--- config.mk ---
export PLATFORM = sky130hd
export DESIGN_NAME = mresr_top
export DESIGN_NICKNAME = d
export VERILOG_FILES = /design/src/logic/mresr_pkg.sv /design/src/logic/mresr_conv_if.sv /design/src/logic/mresr_top.sv /design/src/logic/mresr_result_store.sv /design/src/logic/mresr_alert_mask.sv
export SDC_FILE = /design/constraint.sdc
export NUM_CORES = 1
export LEC_CHECK = 0
export BUFFER_PORTS_ARGS = -buffer_cell sky130_fd_sc_hd__buf_2
export CORE_ASPECT_RATIO = 1.4
export CORE_UTILIZATION = 40
export CTS_CLUSTER_DIAMETER = 40
export CTS_CLUSTER_SIZE = 24
export DETAILED_ROUTE_END_ITERATION = 8
export PLACE_DENSITY = 0.58
export SYNTH_ARGS = -nofsm -noshare
export SYNTH_HDL_FRONTEND = slang
export SYNTH_SLANG_ARGS = --single-unit
export TNS_END_PERCENT = 1
--- constraint.sdc ---
create_clock -name pclk -period 2.2 [get_ports pclk]
set_input_delay 0.22 -clock pclk [delete_from_list [all_inputs] [get_ports pclk]]
set_output_delay 0.22 -clock pclk [all_outputs]
set_load 0.02 [all_outputs]
--- src/logic/mresr_pkg.sv ---
// Shared constants for the measurement result register bank
package mresr_pkg;

	// ------------------------------------------------------------
	// Register indices (byte address is four times the index)
	// ------------------------------------------------------------
	localparam logic [9:0] MRESR_IDX_TOP_CELL   = 10'h01e;
	localparam logic [9:0] MRESR_IDX_CELL_FIRST = 10'h020;
	localparam logic [9:0] MRESR_IDX_CELL_LAST  = 10'h02b;
	localparam logic [9:0] MRESR_IDX_BLOCK      = 10'h02c;
	localparam logic [9:0] MRESR_IDX_AUX_ONE    = 10'h02d;
	localparam logic [9:0] MRESR_IDX_IRQ_STATUS = 10'h030;
	localparam logic [9:0] MRESR_IDX_IRQ_ENABLE = 10'h031;
	localparam logic [9:0] MRESR_IDX_IRQ_CLEAR  = 10'h032;

	// ------------------------------------------------------------
	// Field layout and reset values
	// ------------------------------------------------------------
	localparam int          MRESR_NUM_CELLS     = 12;
	localparam int          MRESR_NUM_RESULTS   = 14;
	localparam int          MRESR_CELL_BITS     = 14;
	localparam int          MRESR_AUX_BITS      = 12;
	localparam int          MRESR_CELL_LSB      = 2;
	localparam int          MRESR_AUX_LSB       = 4;
	localparam int          MRESR_TOP_BITS      = 4;
	localparam logic [3:0]  MRESR_TOP_CELL_RST  = 4'hc;
	localparam logic [15:0] MRESR_RESULT_RST    = 16'h0000;
	localparam logic [3:0]  MRESR_SLOT_BLOCK    = 4'hc;
	localparam logic [3:0]  MRESR_SLOT_AUX_ONE  = 4'hd;

	// Interrupt status bit positions
	localparam int          MRESR_EV_CELL       = 0;
	localparam int          MRESR_EV_BLOCK      = 1;
	localparam int          MRESR_EV_AUX        = 2;
	localparam int          MRESR_EV_ALERT      = 3;
	localparam int          MRESR_NUM_EV        = 4;
	localparam logic [3:0]  MRESR_IRQ_EN_RST    = 4'h0;

endpackage : mresr_pkg

--- src/logic/mresr_conv_if.sv ---
// Conversion result write path between the top and the result store
`timescale 1ns/10ps
interface mresr_conv_if;
	logic        valid;
	logic [3:0]  slot;
	logic [13:0] data;

	modport src (output valid, output slot, output data);
	modport dst (input valid, input slot, input data);
endinterface : mresr_conv_if

--- src/logic/mresr_top.sv ---
// Top-cell configuration and measurement result registers on APB
// Function
// - A four-bit highest-used-channel field sits in the low bits of its register and resets to twelve.
// - Balance-switch diagnostic alerts of channels above the highest used channel are masked.
// - A highest-used-channel value of zero masks alerts like the default of twelve, but the register reads back zero.
// - Twelve consecutive cell result registers hold each 14-bit result in bits 15 to 2.
// - Cell result registers read zero in bits 1 to 0 and are read-only.
// - The block-voltage result register holds its 14-bit result in bits 15 to 2.
// - The block-voltage result register reads zero in bits 1 to 0 and is read-only.
// - The first auxiliary result register holds its 12-bit result in bits 15 to 4.
// - The first auxiliary result register reads zero in bits 3 to 0 and is read-only.
`timescale 1ns/10ps
module mresr_top import mresr_pkg::*; #(
	parameter int NUM_CELLS = MRESR_NUM_CELLS
) (
	input  wire logic                 pclk,
	input  wire logic                 presetn,
	input  wire logic                 psel,
	input  wire logic                 penable,
	input  wire logic                 pwrite,
	input  wire logic [11:0]          paddr,
	input  wire logic [31:0]          pwdata,
	input  wire logic [3:0]           pstrb,
	output      logic [31:0]          prdata,
	output      logic                 pready,
	output      logic                 pslverr,
	input  wire logic                 conv_valid,
	input  wire logic [3:0]           conv_slot,
	input  wire logic [13:0]          conv_data,
	input  wire logic [NUM_CELLS-1:0] balance_switch_diag_alert_raw,
	output      logic [NUM_CELLS-1:0] balance_switch_diag_alert,
	output      logic [3:0]           highest_used_channel,
	output      logic                 irq
);

	// ------------------------------------------------------------
	// Checks
	// ------------------------------------------------------------
	if (NUM_CELLS != MRESR_NUM_CELLS) begin : g_chk
		$error("mresr_top: register map is fixed at twelve cells");
	end

	// ------------------------------------------------------------
	// Decode
	// ------------------------------------------------------------
	function automatic logic is_result_idx(input logic [9:0] idx);
		is_result_idx = (idx >= MRESR_IDX_CELL_FIRST) && (idx <= MRESR_IDX_AUX_ONE);
	endfunction : is_result_idx

	logic [9:0]  idx;
	logic        addr_ok_align;
	logic        sel_top;
	logic        sel_result;
	logic        sel_status;
	logic        sel_enable;
	logic        sel_clear;
	logic        mapped;
	logic        setup;
	logic        access;
	logic        wr_access;
	logic [3:0]  rd_slot;
	logic [15:0] rd_result;

	assign idx           = paddr[11:2];
	assign addr_ok_align = (paddr[1:0] == 2'h0);
	assign sel_top       = addr_ok_align && (idx == MRESR_IDX_TOP_CELL);
	assign sel_result    = addr_ok_align && is_result_idx(idx);
	assign sel_status    = addr_ok_align && (idx == MRESR_IDX_IRQ_STATUS);
	assign sel_enable    = addr_ok_align && (idx == MRESR_IDX_IRQ_ENABLE);
	assign sel_clear     = addr_ok_align && (idx == MRESR_IDX_IRQ_CLEAR);
	assign mapped        = sel_top || sel_result || sel_status || sel_enable || sel_clear;
	assign setup         = psel && !penable;
	assign access        = psel && penable;
	assign wr_access     = access && pwrite && pstrb[0];
	assign rd_slot       = sel_result ? 4'(idx - MRESR_IDX_CELL_FIRST) : 4'h0;

	// Zero wait states; read data captured in the setup cycle
	assign pready = 1'b1;

	// ------------------------------------------------------------
	// Conversion path into the result store
	// ------------------------------------------------------------
	mresr_conv_if conv_bus ();

	assign conv_bus.valid = conv_valid;
	assign conv_bus.slot  = conv_slot;
	assign conv_bus.data  = conv_data;

	mresr_result_store #(
		.NUM_SLOTS (MRESR_NUM_RESULTS)
	) u_store (
		.pclk     (pclk),
		.presetn  (presetn),
		.conv     (conv_bus.dst),
		.rd_slot  (rd_slot),
		.rd_value (rd_result)
	);

	// ------------------------------------------------------------
	// Top-cell configuration
	// ------------------------------------------------------------
	logic [3:0] top_cell_q;
	logic [3:0] top_eff;
	logic [NUM_CELLS-1:0] masked_alert;

	always_ff @(posedge pclk or negedge presetn) begin
		if (!presetn) begin
			top_cell_q <= MRESR_TOP_CELL_RST;
		end else if (wr_access && sel_top) begin
			top_cell_q <= pwdata[MRESR_TOP_BITS-1:0];
		end
	end

	mresr_alert_mask #(
		.NUM_CELLS (NUM_CELLS)
	) u_mask (
		.top_cfg      (top_cell_q),
		.raw_alert    (balance_switch_diag_alert_raw),
		.top_eff      (top_eff),
		.masked_alert (masked_alert)
	);

	always_ff @(posedge pclk or negedge presetn) begin
		if (!presetn) begin
			balance_switch_diag_alert <= '0;
			highest_used_channel      <= MRESR_TOP_CELL_RST;
		end else begin
			balance_switch_diag_alert <= masked_alert;
			highest_used_channel      <= top_eff;
		end
	end

	// ------------------------------------------------------------
	// Interrupts
	// ------------------------------------------------------------
	logic [MRESR_NUM_EV-1:0] ev_set;
	logic [MRESR_NUM_EV-1:0] ev_clr;
	logic [MRESR_NUM_EV-1:0] irq_status_q;
	logic [MRESR_NUM_EV-1:0] irq_enable_q;
	logic                    alert_any_q;
	logic                    alert_any;

	assign alert_any = |masked_alert;
	assign ev_set[MRESR_EV_CELL]  = conv_valid && (conv_slot < MRESR_SLOT_BLOCK);
	assign ev_set[MRESR_EV_BLOCK] = conv_valid && (conv_slot == MRESR_SLOT_BLOCK);
	assign ev_set[MRESR_EV_AUX]   = conv_valid && (conv_slot == MRESR_SLOT_AUX_ONE);
	assign ev_set[MRESR_EV_ALERT] = alert_any && !alert_any_q;
	assign ev_clr = (wr_access && sel_clear) ? pwdata[MRESR_NUM_EV-1:0] : '0;

	// A set in the clearing cycle is kept
	always_ff @(posedge pclk or negedge presetn) begin
		if (!presetn) begin
			irq_status_q <= '0;
			irq_enable_q <= MRESR_IRQ_EN_RST;
			alert_any_q  <= 1'b0;
			irq          <= 1'b0;
		end else begin
			irq_status_q <= (irq_status_q & ~ev_clr) | ev_set;
			alert_any_q  <= alert_any;
			irq          <= |(((irq_status_q & ~ev_clr) | ev_set) & irq_enable_q);
			if (wr_access && sel_enable) begin
				irq_enable_q <= pwdata[MRESR_NUM_EV-1:0];
			end
		end
	end

	// ------------------------------------------------------------
	// Read data
	// ------------------------------------------------------------
	logic [31:0] rd_mux;

	assign rd_mux = sel_top    ? {28'h0, top_cell_q} :
	                sel_result ? {16'h0, rd_result} :
	                sel_status ? {28'h0, irq_status_q} :
	                sel_enable ? {28'h0, irq_enable_q} :
	                32'h0;

	always_ff @(posedge pclk or negedge presetn) begin
		if (!presetn) begin
			prdata  <= 32'h0;
			pslverr <= 1'b0;
		end else if (setup) begin
			prdata  <= pwrite ? 32'h0 : rd_mux;
			pslverr <= !mapped;
		end
	end

endmodule : mresr_top

--- src/logic/mresr_result_store.sv ---
// Flip-flop storage of the formatted conversion results
`timescale 1ns/10ps
module mresr_result_store import mresr_pkg::*; #(
	parameter int NUM_SLOTS = MRESR_NUM_RESULTS
) (
	input  wire logic                 pclk,
	input  wire logic                 presetn,
	mresr_conv_if.dst                 conv,
	input  wire logic [3:0]           rd_slot,
	output      logic [15:0]          rd_value
);

	// ------------------------------------------------------------
	// Storage
	// ------------------------------------------------------------
	if (NUM_SLOTS != MRESR_NUM_RESULTS) begin : g_chk
		$error("mresr_result_store: slot count must match the register map");
	end

	logic [15:0] mem_q [NUM_SLOTS];
	logic [15:0] fmt_d;

	// Aux keeps twelve bits, cells and block keep fourteen
	assign fmt_d = (conv.slot == MRESR_SLOT_AUX_ONE) ?
		{conv.data[MRESR_AUX_BITS-1:0], 4'h0} :
		{conv.data, 2'h0};

	// Only the conversion path writes here, never the bus
	for (genvar i = 0; i < NUM_SLOTS; i++) begin : g_slot
		always_ff @(posedge pclk or negedge presetn) begin
			if (!presetn) begin
				mem_q[i] <= MRESR_RESULT_RST;
			end else if (conv.valid && conv.slot == 4'(i)) begin
				mem_q[i] <= fmt_d;
			end
		end
	end

	assign rd_value = (32'(rd_slot) < NUM_SLOTS) ? mem_q[rd_slot] : 16'h0000;

endmodule : mresr_result_store

--- src/logic/mresr_alert_mask.sv ---
// Masks balance-switch diagnostic alerts above the highest used channel
`timescale 1ns/10ps
module mresr_alert_mask import mresr_pkg::*; #(
	parameter int NUM_CELLS = MRESR_NUM_CELLS
) (
	input  wire logic [3:0]           top_cfg,
	input  wire logic [NUM_CELLS-1:0] raw_alert,
	output      logic [3:0]           top_eff,
	output      logic [NUM_CELLS-1:0] masked_alert
);

	// ------------------------------------------------------------
	// Effective top cell
	// ------------------------------------------------------------
	if (NUM_CELLS < 1 || NUM_CELLS > 15) begin : g_chk
		$error("mresr_alert_mask: cell count must be 1 to 15");
	end

	// Zero, or beyond the last channel, falls back to all channels
	assign top_eff = (top_cfg == 4'h0 || 32'(top_cfg) > NUM_CELLS) ?
		MRESR_TOP_CELL_RST : top_cfg;

	for (genvar i = 0; i < NUM_CELLS; i++) begin : g_mask
		assign masked_alert[i] = raw_alert[i] && (32'(top_eff) > i);
	end

endmodule : mresr_alert_mask

== Word level (Yosys, flattened, before mapping) ==
Index checks and enable logic that the tools add are counted.

* Bits in latches: 0
* Flip-flop bits (word level): 287
* ROM bits: 0
* Word-level logic and storage cells: 131
* Memories kept: 0
* Bits in writable memories: 0
* Input bits: 84

* Multipliers: 0
* Div/mod/pow operators: 0
* $add $sub $neg: 1
* Equality and inequality tests: 17
* Shifts and indexed selects: 0
* Reduce and logical (&&, ||, !) cells: 54
* Bitwise logic cells: 5
* Multiplexer cells: 13
* Order comparisons: 18

{| class="wikitable"
|+ Operators by type and width
! operator !! count
|-
| $mux W16 || 7
|-
| $bmux W16 S4 || 1
|-
| $logic_and A1 B1 Y1 || 41
|-
| $eq A10 B6 Y1 const B || 3
|-
| $eq A4 B4 Y1 const B || 6
|-
| $gt A4 B4 Y1 const B || 5
|-
| $mux W4 || 5
|-
| $eq A4 B3 Y1 const B || 4
|-
| $gt A4 B3 Y1 const B || 4
|-
| $reduce_or A12 Y1 || 1
|-
| $eq A10 B5 Y1 const B || 1
|-
| $ge A10 B6 Y1 const B || 1
|-
| $le A10 B6 Y1 const B || 1
|-
| $and A4 B4 Y4 || 2
|-
| $eq A4 B2 Y1 const B || 2
|-
| $gt A4 B1 Y1 const B || 2
|-
| $gt A4 B2 Y1 const B || 2
|-
| $logic_not A4 Y1 || 2
|-
| $lt A4 B4 Y1 const B || 2
|-
| $ge A5 B5 Y1 const B || 1
|-
| $logic_or A1 B1 Y1 || 5
|-
| $not A4 Y5 || 1
|-
| $eq A4 B1 Y1 const B || 1
|-
| $not A4 Y4 || 1
|-
| other kinds (5) || 7
|}

== Longest topological paths before layout ==
Gate-level depths: netlist of run 1.

* Depth in word-level cells: 12
* Depth in mapped cells: 8
* Gate-level depth less buffers: 6

== Cells and area by module ==
A second synthesis of run 1 with hierarchy kept.

* Cell total of the unflattened synthesis: 861
* Area total of the unflattened synthesis: 11507.3 um^2

{| class="wikitable"
|+ By module, submodules not included
! module !! cells each !! instances !! area an instance (um^2)
|-
| mresr_result_store || 664 || 1 || 9250.1
|-
| mresr_top || 162 || 1 || 2023.2
|-
| mresr_alert_mask || 35 || 1 || 234.0
|}

== Least setup slack after synthesis of run 1 ==
OpenSTA, ideal clock, no wires.

* Path type: input -> register
* Start: input paddr[4]
* End: register prdata[11]
* Slack: 72 ps
* Stages on the path: 5
* Arrival: 1997 ps
* Path through: buf_2 -> buf_1 -> mux4_1 -> a22o_1 -> or3_1

* Longest elaborated chain between the ends: 12
* Elaborated cells on any way between the ends: 17

{| class="wikitable"
|+ Ends and longest elaborated chain
! item !! RTL line !! source
|-
| from (decl) || mresr_top.sv:21 || <nowiki>input wire logic [11:0] paddr,</nowiki>
|-
| $ge A10 B6 Y1 / $le A10 B6 Y1 (equally long branches) || mresr_top.sv:47 || <nowiki>is_result_idx = (idx >= MRESR_IDX_CELL_FIRST) && (idx <= MRESR_IDX_AUX_ONE);</nowiki>
|-
| $logic_and A1 B1 Y1 || mresr_top.sv:47 ||
|-
| $logic_and A1 B1 Y1 || mresr_top.sv:67 || <nowiki>assign sel_result = addr_ok_align && is_result_idx(idx);</nowiki>
|-
| $mux W4 || mresr_top.sv:75 || <nowiki>assign rd_slot = sel_result ? 4'(idx - MRESR_IDX_CELL_FIRST) : 4'h0;</nowiki>
|-
| $not A4 Y5 (not written as such) || mresr_result_store.sv:39 || <nowiki>assign rd_value = (32'(rd_slot) < NUM_SLOTS) ? mem_q[rd_slot] : 16'h0000;</nowiki>
|-
| $bmux W16 S4 || mresr_result_store.sv:39 ||
|-
| $mux W16 (not written as such) (2 in a row) || mresr_result_store.sv:39 ||
|-
| $mux W16 || mresr_result_store.sv:39 ||
|-
| $mux W16 || mresr_top.sv:173 || <nowiki>sel_result ? {16'h0, rd_result} :</nowiki>
|-
| $mux W16 (*) || mresr_top.sv:172 || <nowiki>assign rd_mux = sel_top ? {28'h0, top_cell_q} :</nowiki>
|-
| $mux W16 (*) || mresr_top.sv:183 || <nowiki>prdata <= pwrite ? 32'h0 : rd_mux;</nowiki>
|-
| to (signal assigned) || mresr_top.sv:183 ||
|-
| to (decl) || mresr_top.sv:24 || <nowiki>output logic [31:0] prdata,</nowiki>
|}

Every way passes the cells marked *; elsewhere a longest branch is shown, timed or not. The select of a mux whose other input is x is not followed.
A chain may end at the register's enable or synchronous reset.

== Final worst setup path of run 1 ==
* Start: register top_cell_q[1]
* End: register irq

* Longest elaborated chain between the ends: 10
* Elaborated cells on any way between the ends: 33

{| class="wikitable"
|+ Ends and longest elaborated chain
! item !! RTL line !! source
|-
| from (decl) || mresr_top.sv:102 || <nowiki>logic [3:0] top_cell_q;</nowiki>
|-
| from (signal assigned) || mresr_top.sv:110 || <nowiki>top_cell_q <= pwdata[MRESR_TOP_BITS-1:0];</nowiki>
|-
| $gt A4 B4 Y1 / $logic_not A4 Y1 (equally long branches) || mresr_alert_mask.sv:20 || <nowiki>assign top_eff = (top_cfg == 4'h0 || 32'(top_cfg) > NUM_CELLS) ?</nowiki>
|-
| $logic_or A1 B1 Y1 || mresr_alert_mask.sv:20 ||
|-
| $mux W4 (*) || mresr_alert_mask.sv:20 ||
|-
| $gt A4 B1 Y1 (tied with other cells) || mresr_alert_mask.sv:24 || <nowiki>assign masked_alert[i] = raw_alert[i] && (32'(top_eff) > i);</nowiki>
|-
| $logic_and A1 B1 Y1 || mresr_alert_mask.sv:24 ||
|-
| $reduce_or A12 Y1 (*) || mresr_top.sv:143 || <nowiki>assign alert_any = |masked_alert;</nowiki>
|-
| named net alert_any || mresr_top.sv:141 || <nowiki>logic alert_any;</nowiki>
|-
| $logic_and A1 B1 Y1 (*) || mresr_top.sv:147 || <nowiki>assign ev_set[MRESR_EV_ALERT] = alert_any && !alert_any_q;</nowiki>
|-
| $or A4 B4 Y4 (*) || mresr_top.sv:160 || <nowiki>irq <= |(((irq_status_q & ~ev_clr) | ev_set) & irq_enable_q);</nowiki>
|-
| $and A4 B4 Y4 (*) || mresr_top.sv:160 ||
|-
| $reduce_or A4 Y1 (*) || mresr_top.sv:160 ||
|-
| to (signal assigned) || mresr_top.sv:160 ||
|-
| to (decl) || mresr_top.sv:33 || <nowiki>output logic irq</nowiki>
|}

The timed path passes the listed nets; every way through them passes the cells marked *.

==> flow_metrics.py, run 1 <==
metrics = {
    "run_status": {
        "outcome": "finished, final reports clean",
    },
    "layout": {
        "utilization": 0.502,
        "drive_above_1_share": 0.236,
        "num_antenna_cells": 0,
        "stdcell_count": 1539,
        "fin_nets": 1233,
        "area_growth_pct": 23.2,
    },
    "placement": {
        "dp_hpwl_microns": 18200,
        "pre_cts_ws_ns": 0.0109,
        "port_buffers": 86,
        "gp_congestion": 0.830,
        "placedCellCount": 1452,
    },
    "clocking": {
        "h-tree-depth": 2,
        "clock-sinks": 243,
        "cts_tree": "yes",
        "cts-buffers-inserted": 35,
        "clk_latency_ns": 0.50,
        "root_buffer": "clkbuf_16",
        "clock_path_buffers": 3,
        "clkTransAtPathRegs_ns": 0.05,
    },
    "synth": {
        "synth_edf_count": 0,
        "ys_seq_area_frac": 0.555,
        "yosysTopAreaCell": "dfrtp_1",
        "ys_types": 59,
        "postSynth.asyncResetShare": 1.00,
        "avgSynthCellArea_sq_um": 10.9,
        "synthTopCellsByArea": "dfrtp_1 55%, o21ai_0 8.9%, nand2_1 7.6%",
        "ys_warn_count": 0,
        "ys_seq_elements": 243,
        "yosysMostFrequentCell": "dfrtp_1",
        "synth_top_area_share": 0.545,
        "synthCells": 1008,
        "synth_common_cells": "239 x dfrtp_1, 223 x nand2_1, 196 x o21ai_0",
        "syn_area_sq_um": 11000,
        "synth_flop_cell": "dfrtp_1",
    },
    "floorplanning": {
        "coreArea_sq_um": 26900,
        "start_util": 0.408,
        "dieArea_sq_um": 28100,
        "rows": 71,
        "die_h_microns": 198,
        "dieWidth_microns": 142,
        "pin_count": 135,
    },
    "critical_path": {
        "endpoint_kind": "flip-flop",
        "startpoint_type": "flip-flop",
        "critPathKind": "flip-flop to flip-flop",
        "cp.required_ns": 2.57,
        "crit_fanout": 8,
        "critical_path_arrival_ns": 2.51,
    },
    "grt": {
        "antenna_found_initial": 0,
        "track_usage": 0.210,
        "grt_max_degree": 68,
        "grt_pass1_vias": 8136,
        "grt_pass1_wl_microns": 45200,
        "grt_overflow": 0,
    },
    "detailed_routing": {
        "routed_wl_microns": 28200,
        "ant_nets": 0,
        "dr.pass1.iters": 4,
        "wl_met2_microns": 14300,
        "drt_iter0_drc": 389,
        "highest_layer": "met4",
        "met3_length_microns": 926,
        "via_count": 7936,
        "drc": 0,
        "viasPerCell": 5.16,
        "wl_per_cell_microns": 18.3,
        "met1_length_microns": 12100,
    },
    "sta": {
        "drv_slew": 0,
        "hold_viol_final": 0,
        "timing.fmax_mhz": 466,
        "fin_ws_ns": 0.0553,
        "hold_ws_ns": 0.0293,
        "max_slew.worst_pin.slew_ns": 0.594,
        "min_period_ns": 2.14,
        "min_period_over_period": 0.975,
        "finalSetupViolations": 0,
        "finClkSkew_ns": 0.0140,
        "relSlewSlack": 0.604,
    },
    "job": {
        "maxCapViolations": 0,
    },
    "pwr": {
        "powerDensity_nw_per_um2": 931,
        "finalPower_uw": 12600,
        "ir_drop_mv": 0.516,
        "leakagePower_uw": 0.00649,
    },
    "min_path": {
        "hold_class": "input pin to flip-flop",
    },
}
==> sequential cells by signal, indices dropped and copies added (netlist names) <==
| signal | count |
|---|---|
| u_store.mem_q | 196 |
| prdata | 16 |
| balance_switch_diag_alert | 12 |
| highest_used_channel | 4 |
| irq_enable_q | 4 |
| irq_status_q | 4 |
| top_cell_q | 4 |
| alert_any_q | 1 |
| irq | 1 |
| pslverr | 1 |
==> power breakdown <==
group,total [uW],switching (uW),internal [uW],leakage [uW]
clock,5480,2060,3420,0.000552
combinational,1480,746,737,0.00286
sequential,5620,371,5240,0.00308
total,12600,3180,9400,0.00649
==> final timing paths <==
check / slack, ns / to / from / cells past startpoint
max: 0.06 / irq$_DFF_PN0_ / top_cell_q[1]$_DFFE_PN0P_ / 7
max in group asynchronous: 1.18 / u_store.mem_q[190]$_DFFE_PN0P_ / presetn / 3
min: 0.03 / u_store.mem_q[9]$_DFFE_PN0P_ / conv_data[5] / 2
max reg2reg: 0.06 / irq$_DFF_PN0_ / top_cell_q[1]$_DFFE_PN0P_ / 7
min reg2reg: 0.47 / pslverr$_DFFE_PN0P_ / pslverr$_DFFE_PN0P_ / 2
min in group asynchronous: 0.30 / balance_switch_diag_alert[11]$_DFF_PN0_ / presetn / 2
==> final cells by class <==
cell class | instances | area (sq um)
Multi-Input combinational cell | 682 | 4480
Clock buffer | 43 | 978
Fill cell | 2480 | 13400
Sequential cell | 243 | 6090
Clock inverter | 19 | 185
Inverter | 5 | 18.8
Tap cell | 365 | 457
Timing Repair Buffer | 182 | 1320
==> timing repair <==
action | in CTS | in global routing
setup buffers | 0 | 2
endpoints found under the setup margin | 0 | 1
hold buffers | 23 | 0
hold endpoints to repair | 82 | 0
gates resized for setup | 0 | 4
==> routing by layer <==
metal	vias to the layer above	GRT usage
li1	3787	-
met1	3911	0.266
met2	185	0.369
met3	53	0.0278
met4	0	0.0713
met5	-	0
==> placed cells by master (no fill, tap or decap), types with 22 or more instances in the layout <==
cell type / Yosys / routed
o21ai_0: 196 / 196
mux4_2: 25 / 25
mux2i_1: 34 / 34
dfrtp_1: 239 / 237
buf_4: 18 / 64
clkbuf_16: 0 / 37
dlygate4sd3_1: 0 / 23
nand2_1: 223 / 223
nor2b_1: 22 / 22
buf_2: 9 / 85
==> logic make-up after synthesis <==
family                   count (synthesis)  share of synthesized area
XOR/XNOR                                 1                   0.000798
other                                    2                   0.000684
adder cells (fa/ha/maj)                  1                   0.000912
AO/OA/AOI/OAI                          253                      0.129
multiplexers                            95                      0.140
flip-flops                             243                      0.555
buffers and inverters                   98                     0.0434
AND/OR/NAND/NOR                        315                      0.131
==> critical path: stages (launching register included) <==
cell and delay (ns):
dfrtp_2 0.48, buf_4 0.16, a21o_1 0.16, o21ai_2 0.16, o311ai_1 0.16, a211o_1 0.32, a22o_1 0.26, a221o_1 0.31
==> through the flow <==
step	area, sq um	setup TNS, ns
after CTS	13500	0
after floorplan	11000	0
after global routing	13500	-0.0373
after global placement	12100	0
final	13500	0
after detailed placement	12100	0
Note: power is estimated with default switching activity, not from simulation.
==> run 2, diff against run 1 <==
--- a/config.mk
+++ b/config.mk
@@ -11,7 +11,9 @@
 export CTS_CLUSTER_DIAMETER = 40
 export CTS_CLUSTER_SIZE = 24
 export DETAILED_ROUTE_END_ITERATION = 8
-export PLACE_DENSITY = 0.58
+export GPL_TIMING_DRIVEN = 0
+export PLACE_DENSITY_LB_ADDON = 0.2
+export RECOVER_POWER = 25
 export SYNTH_ARGS = -nofsm -noshare
 export SYNTH_HDL_FRONTEND = slang
 export SYNTH_SLANG_ARGS = --single-unit
==> run 2 against run 1 <==
  * Clock-buffer cell count unchanged
  * Critical path depth unchanged
  * Register-to-register slack got worse by 0.07 ns
  * Via count increased by 4.3%
  * The flow now finishes with violations (negative setup slack)
  * Critical endpoint unchanged
  * Design area decreased by 1.0%
==> flow_metrics.py, run 2 (synthesis results as in run 1) <==
metrics = {
    "pwr": {
        "finalPower_uw": 12600,
        "ir_drop_mv": 0.548,
        "leakagePower_uw": 0.00638,
        "powerDensity_nw_per_um2": 939,
    },
    "layout": {
        "top_regs": "u_store.mem_q: 196 flops, prdata: 16 flops, balance_switch_diag_alert: 12 flops",
        "largest_register": "u_store.mem_q",
        "area_growth_pct": 21.9,
        "largest_reg_flops": 196,
        "num-fill-cells": 2517,
        "final_common_cell": "dfrtp_1",
        "drive_above_1_share": 0.202,
        "final_cell_mix": "239 x dfrtp_1, 223 x nand2_1, 196 x o21ai_0",
        "utilization": 0.497,
        "fin_nets": 1250,
        "stdcell_area_sq_um": 13400,
    },
    "placement": {
        "port_buffers": 80,
        "dp_hpwl_microns": 21900,
        "gp_congestion": 0.867,
        "pre_cts_ws_ns": -0.665,
        "place_area_sq_um": 12000,
    },
    "detailed_routing": {
        "viasPerCell": 5.31,
        "drt_iter0_drc": 361,
        "via_count": 8275,
        "drc": 0,
        "dr.pass1.iters": 7,
        "ant_nets": 0,
        "routed_wl_microns": 31000,
        "wl_per_cell_microns": 19.9,
    },
    "grt": {
        "grt_overflow": 0,
        "met3_usage": 0.0365,
        "busiest_layer": "met2",
        "grt_max_degree": 121,
        "met1_usage": 0.272,
        "grt_pass1_vias": 8424,
        "grt_pass1_wl_microns": 47800,
        "use_met2": 0.410,
        "track_usage": 0.228,
        "antenna_found_initial": 0,
    },
    "critical_path": {
        "reg2reg_depth": 7,
        "endpoint_kind": "flip-flop",
        "worst-path-stages": 7,
        "cp.required_ns": 2.59,
        "critPathKind": "flip-flop to flip-flop",
        "crit_family": "compound AO/OA/AOI/OAI gates",
        "cp_cell_sequence": "buf_6 > or3b_1 > a21oi_2 > o22ai_1 > a211o_1 > a22o_1 > a221o_1",
        "critPathBufInv": 1,
        "critical_path_arrival_ns": 2.61,
        "crit_fanout": 8,
        "slowest_stage": "dfstp_2",
        "startpoint_type": "flip-flop",
        "cp_slowest_stage_delay_ns": 0.53,
    },
    "sta": {
        "finalSetupViolations": 1,
        "rsz0062_at_grt": "true",
        "hold_viol_final": 0,
        "min_period_over_period": 1.01,
        "finClkSkew_ns": 0.0308,
        "min_period_ns": 2.21,
        "drv_slew": 0,
        "max_slew.worst_pin.slew_ns": 0.866,
        "hold_ws_ns": 0.0359,
        "fin_ws_ns": -0.0145,
        "relSlewSlack": 0.422,
        "timing.fmax_mhz": 452,
    },
    "clocking": {
        "clk_latency_ns": 0.52,
        "clock-sinks": 243,
        "root_buffer": "clkbuf_16",
        "cts_tree": "yes",
        "h-tree-depth": 2,
        "cts-buffers-inserted": 34,
        "clkTransAtPathRegs_ns": 0.06,
        "clock_path_buffers": 3,
    },
    "run_status": {
        "violations": "negative setup slack",
        "outcome": "finished, violations left",
    },
    "floorplanning": {
        "rows": 71,
        "die_h_microns": 198,
        "dieWidth_microns": 142,
        "dieArea_sq_um": 28100,
        "pin_count": 135,
        "coreArea_sq_um": 26900,
        "start_util": 0.408,
    },
    "min_path": {
        "hold_class": "input pin to flip-flop",
        "holdPathStages": 2,
    },
    "job": {
        "maxCapViolations": 0,
    },
}
==> run 2: where the power goes <==
part	total, uW	leakage, uW	switching (uW)	internal [uW]
logic	1520	0.00275	802	718
registers	5640	0.00308	392	5240
clock network	5400	0.000546	2080	3320
==> run 2: cell type report <==
cell class / count / area, sq um / area share
tap: 365 / 457 / 0.0341
antenna: 1 / 2.50 / 0.000187
timing repair buffer: 107 / 711 / 0.0531
inverter: 5 / 18.8 / 0.00140
sequential: 243 / 6090 / 0.455
multi-input combinational: 682 / 4490 / 0.336
clock inverter: 18 / 184 / 0.0137
clock buffer: 43 / 946 / 0.0707
buffer: 93 / 482 / 0.0360
==> run 2: worst reg2reg max path, stage by stage, from the launching register on <==
cell,delay (ns)
dfstp_2,0.53
buf_6,0.12
or3b_1,0.36
a21oi_2,0.14
o22ai_1,0.10
a211o_1,0.32
a22o_1,0.23
a221o_1,0.29
==> run 2: worst paths after layout <==
| kind | start | to | slack [ns] |
|---|---|---|---|
| max in group asynchronous | presetn | u_store.mem_q[54]$_DFFE_PN0P_ | 0.67 |
| worst max-delay path | top_cell_q[3]$_DFFE_PN1P_ | irq$_DFF_PN0_ | -0.01 |
| min in group asynchronous | presetn | highest_used_channel[1]$_DFF_PN0_ | 0.18 |
| worst min-delay path | conv_data[3] | u_store.mem_q[7]$_DFFE_PN0P_ | 0.04 |
| worst max register to register | top_cell_q[3]$_DFFE_PN1P_ | irq$_DFF_PN0_ | -0.01 |
| worst min register to register | pslverr$_DFFE_PN0P_ | pslverr$_DFFE_PN0P_ | 0.46 |
==> run 2: layer usage <==
layer  vias to the layer above  routed length (microns)
li1                       3844                        -
met1                      4134                    12500
met2                       237                    16000
met3                        60                     1430
met4                         0                     1080
met5                         -                        0
==> run 2: through the flow <==
| stage | setup TNS (ns) | instances |
|---|---|---|
| 6_report | -0.0145 | 1557 |
| 5_1_grt | -0.208 | 1556 |
| 4_1_cts | -0.0297 | 1554 |
| 3_5_place_dp | -42.80 | 1470 |
| 3_3_place_gp | -884.40 | 1468 |
| 2_1_floorplan | 0 | 1023 |
==> run 2: timing repair <==
item / CTS / global route
endpoints found under the hold margin: 68 / 0
hold buffers: 23 / 0
pin swaps: 0 / 2
buffers inserted: 0 / 2
resized for setup: 5 / 22
endpoints found under the setup margin: 10 / 43
==> run 3, diff against run 2 <==
--- a/config.mk
+++ b/config.mk
@@ -6,7 +6,7 @@
 export NUM_CORES = 1
 export LEC_CHECK = 0
 export BUFFER_PORTS_ARGS = -buffer_cell sky130_fd_sc_hd__buf_2
-export CORE_ASPECT_RATIO = 1.4
+export CORE_ASPECT_RATIO = 1.75
 export CORE_UTILIZATION = 40
 export CTS_CLUSTER_DIAMETER = 40
 export CTS_CLUSTER_SIZE = 24
==> run 3 against run 2 <==
  * The run still ends with negative setup slack left
  * Clock power shrank 23%
  * Sequential share of layout area grew 1.3 points
  * Clock-buffer cell count shrank 17
  * Critical endpoint unchanged
==> flow_metrics.py, run 3 (synthesis results as in run 1) <==
metrics = {
    "run_status": {
        "outcome": "finished, violations left",
        "violations": "negative setup slack",
    },
    "min_path": {
        "hold_class": "input pin to flip-flop",
        "holdPathStages": 2,
    },
    "clocking": {
        "cts_tree": "yes",
        "clk_latency_ns": 0.54,
        "clkTransAtPathRegs_ns": 0.07,
        "h-tree-depth": 1,
        "cts-buffers-inserted": 22,
        "clock-sinks": 243,
        "clock_path_buffers": 3,
        "root_buffer": "clkbuf_16",
    },
    "floorplanning": {
        "rows": 79,
        "dieArea_sq_um": 28100,
        "start_util": 0.410,
        "dieWidth_microns": 127,
        "coreArea_sq_um": 26800,
        "pin_count": 135,
        "die_h_microns": 221,
    },
    "sta": {
        "finalSetupViolations": 1,
        "finClkSkew_ns": 0.0180,
        "setup-tns-final_ns": -0.0111,
        "max_slew.worst_pin.slew_ns": 0.831,
        "min_period_ns": 2.21,
        "fin_ws_ns": -0.0111,
        "rsz0062_at_grt": "true",
        "timing.fmax_mhz": 452,
        "hold_viol_final": 0,
        "drv_slew": 0,
        "relSlewSlack": 0.446,
        "min_period_over_period": 1.01,
    },
    "detailed_routing": {
        "dr.pass1.iters": 5,
        "wl_per_cell_microns": 22.0,
        "ant_nets": 0,
        "drt_iter0_drc": 459,
        "via_count": 8233,
        "drc": 0,
        "viasPerCell": 5.37,
        "routed_wl_microns": 33700,
    },
    "critical_path": {
        "cp_cell_sequence": "or3b_1 > a21oi_1 > o22ai_1 > a211o_1 > a22o_1 > a221o_1",
        "cp_slowest_stage_delay_ns": 0.56,
        "slowest_stage": "dfstp_2",
        "startpoint_type": "flip-flop",
        "reg2reg_depth": 6,
        "cp.required_ns": 2.61,
        "crit_fanout": 3,
        "endpoint_kind": "flip-flop",
        "worst-path-stages": 6,
        "critPathBufInv": 0,
        "crit_family": "compound AO/OA/AOI/OAI gates",
        "critical_path_arrival_ns": 2.62,
        "critPathKind": "flip-flop to flip-flop",
    },
    "layout": {
        "area_growth_pct": 18.4,
        "largest_register": "u_store.mem_q",
        "fin_nets": 1237,
        "final_cell_mix": "238 x dfrtp_1, 223 x nand2_1, 195 x o21ai_0",
        "top_regs": "u_store.mem_q: 196 flops, prdata: 16 flops, balance_switch_diag_alert: 12 flops",
        "stdcell_area_sq_um": 13000,
        "largest_reg_flops": 196,
        "num-fill-cells": 2529,
        "final_common_cell": "dfrtp_1",
        "drive_above_1_share": 0.185,
        "num_antenna_cells": 0,
    },
    "grt": {
        "grt_overflow": 0,
        "grt_max_degree": 125,
        "grt_pass1_wl_microns": 51300,
        "busiest_layer": "met2",
        "met3_usage": 0.0251,
        "grt_pass1_vias": 8503,
        "antenna_found_initial": 1,
        "track_usage": 0.248,
        "use_met2": 0.445,
        "met1_usage": 0.260,
    },
    "placement": {
        "dp_hpwl_microns": 24800,
        "port_buffers": 80,
        "pre_cts_ws_ns": -0.572,
        "place_area_sq_um": 12000,
        "gp_congestion": 0.861,
    },
    "pwr": {
        "powerDensity_nw_per_um2": 872,
        "leakagePower_uw": 0.00620,
        "ir_drop_mv": 0.509,
    },
    "job": {
        "maxCapViolations": 0,
    },
}
==> run 3: path summary, 6_finish.rpt <==
check | endpoint | from | slack, ns
min in group asynchronous | u_store.mem_q[3]$_DFFE_PN0P_ | presetn | 0.38
worst min register to register | u_store.mem_q[218]$_DFFE_PN0P_ | u_store.mem_q[218]$_DFFE_PN0P_ | 0.48
worst max-delay path | irq$_DFF_PN0_ | top_cell_q[3]$_DFFE_PN1P_ | -0.01
max in group asynchronous | u_store.mem_q[53]$_DFFE_PN0P_ | presetn | 0.68
worst min-delay path | u_store.mem_q[8]$_DFFE_PN0P_ | conv_data[4] | 0.02
worst max register to register | irq$_DFF_PN0_ | top_cell_q[3]$_DFFE_PN1P_ | -0.01
==> run 3: area by class of cell <==
cell class,count,area (sq um),share of cell area
Sequential cell,243,6090,0.468
Timing Repair Buffer,108,706,0.0543
Clock buffer,26,607,0.0467
Buffer,91,473,0.0364
Inverter,5,18.8,0.00144
Tap cell,364,455,0.0350
Clock inverter,13,176,0.0136
Multi-Input combinational cell,682,4470,0.344
==> run 3: power breakdown <==
group	switching [uW]	internal, uW	leakage (uW)	total (uW)
clock	1860	2290	0.000382	4150
combinational	842	717	0.00273	1560
sequential	397	5230	0.00308	5630
total	3100	8240	0.00620	11300
==> run 3: per-stage QoR <==
stage / utilization / hold WS [ns] / std cells / total power (uW)
2_1_floorplan: - / -0.0756 / 1023 / 6620
3_3_place_gp: 0.444 / 0.438 / 1467 / 7170
3_5_place_dp: 0.446 / 0.340 / 1469 / 7260
4_1_cts: 0.485 / 0.000937 / 1532 / 11400
5_1_grt: 0.485 / 0.0185 / 1532 / 11800
6_report: 0.485 / 0.0196 / 1532 / 11300
==> run 3: what timing repair did <==
action | CTS | global route
endpoints found under the setup margin | 3 | 76
cloned | 0 | 0
hold endpoints to repair | 141 | 0
pin swaps | 2 | 0
buffers inserted | 2 | 0
hold buffers | 24 | 0
resized for setup | 9 | 15
==> run 3: worst register-to-register path: stages (launching register included) <==
cell	delay [ns]
dfstp_2	0.56
or3b_1	0.34
a21oi_1	0.16
o22ai_1	0.10
a211o_1	0.38
a22o_1	0.27
a221o_1	0.29
==> run 3: layer usage <==
metal  routed length [microns]  vias up
met3                      1130      105
met4                      3100        0
met5                         0        -
met2                     17600      254
li1                          -     3800
met1                     11800     4074
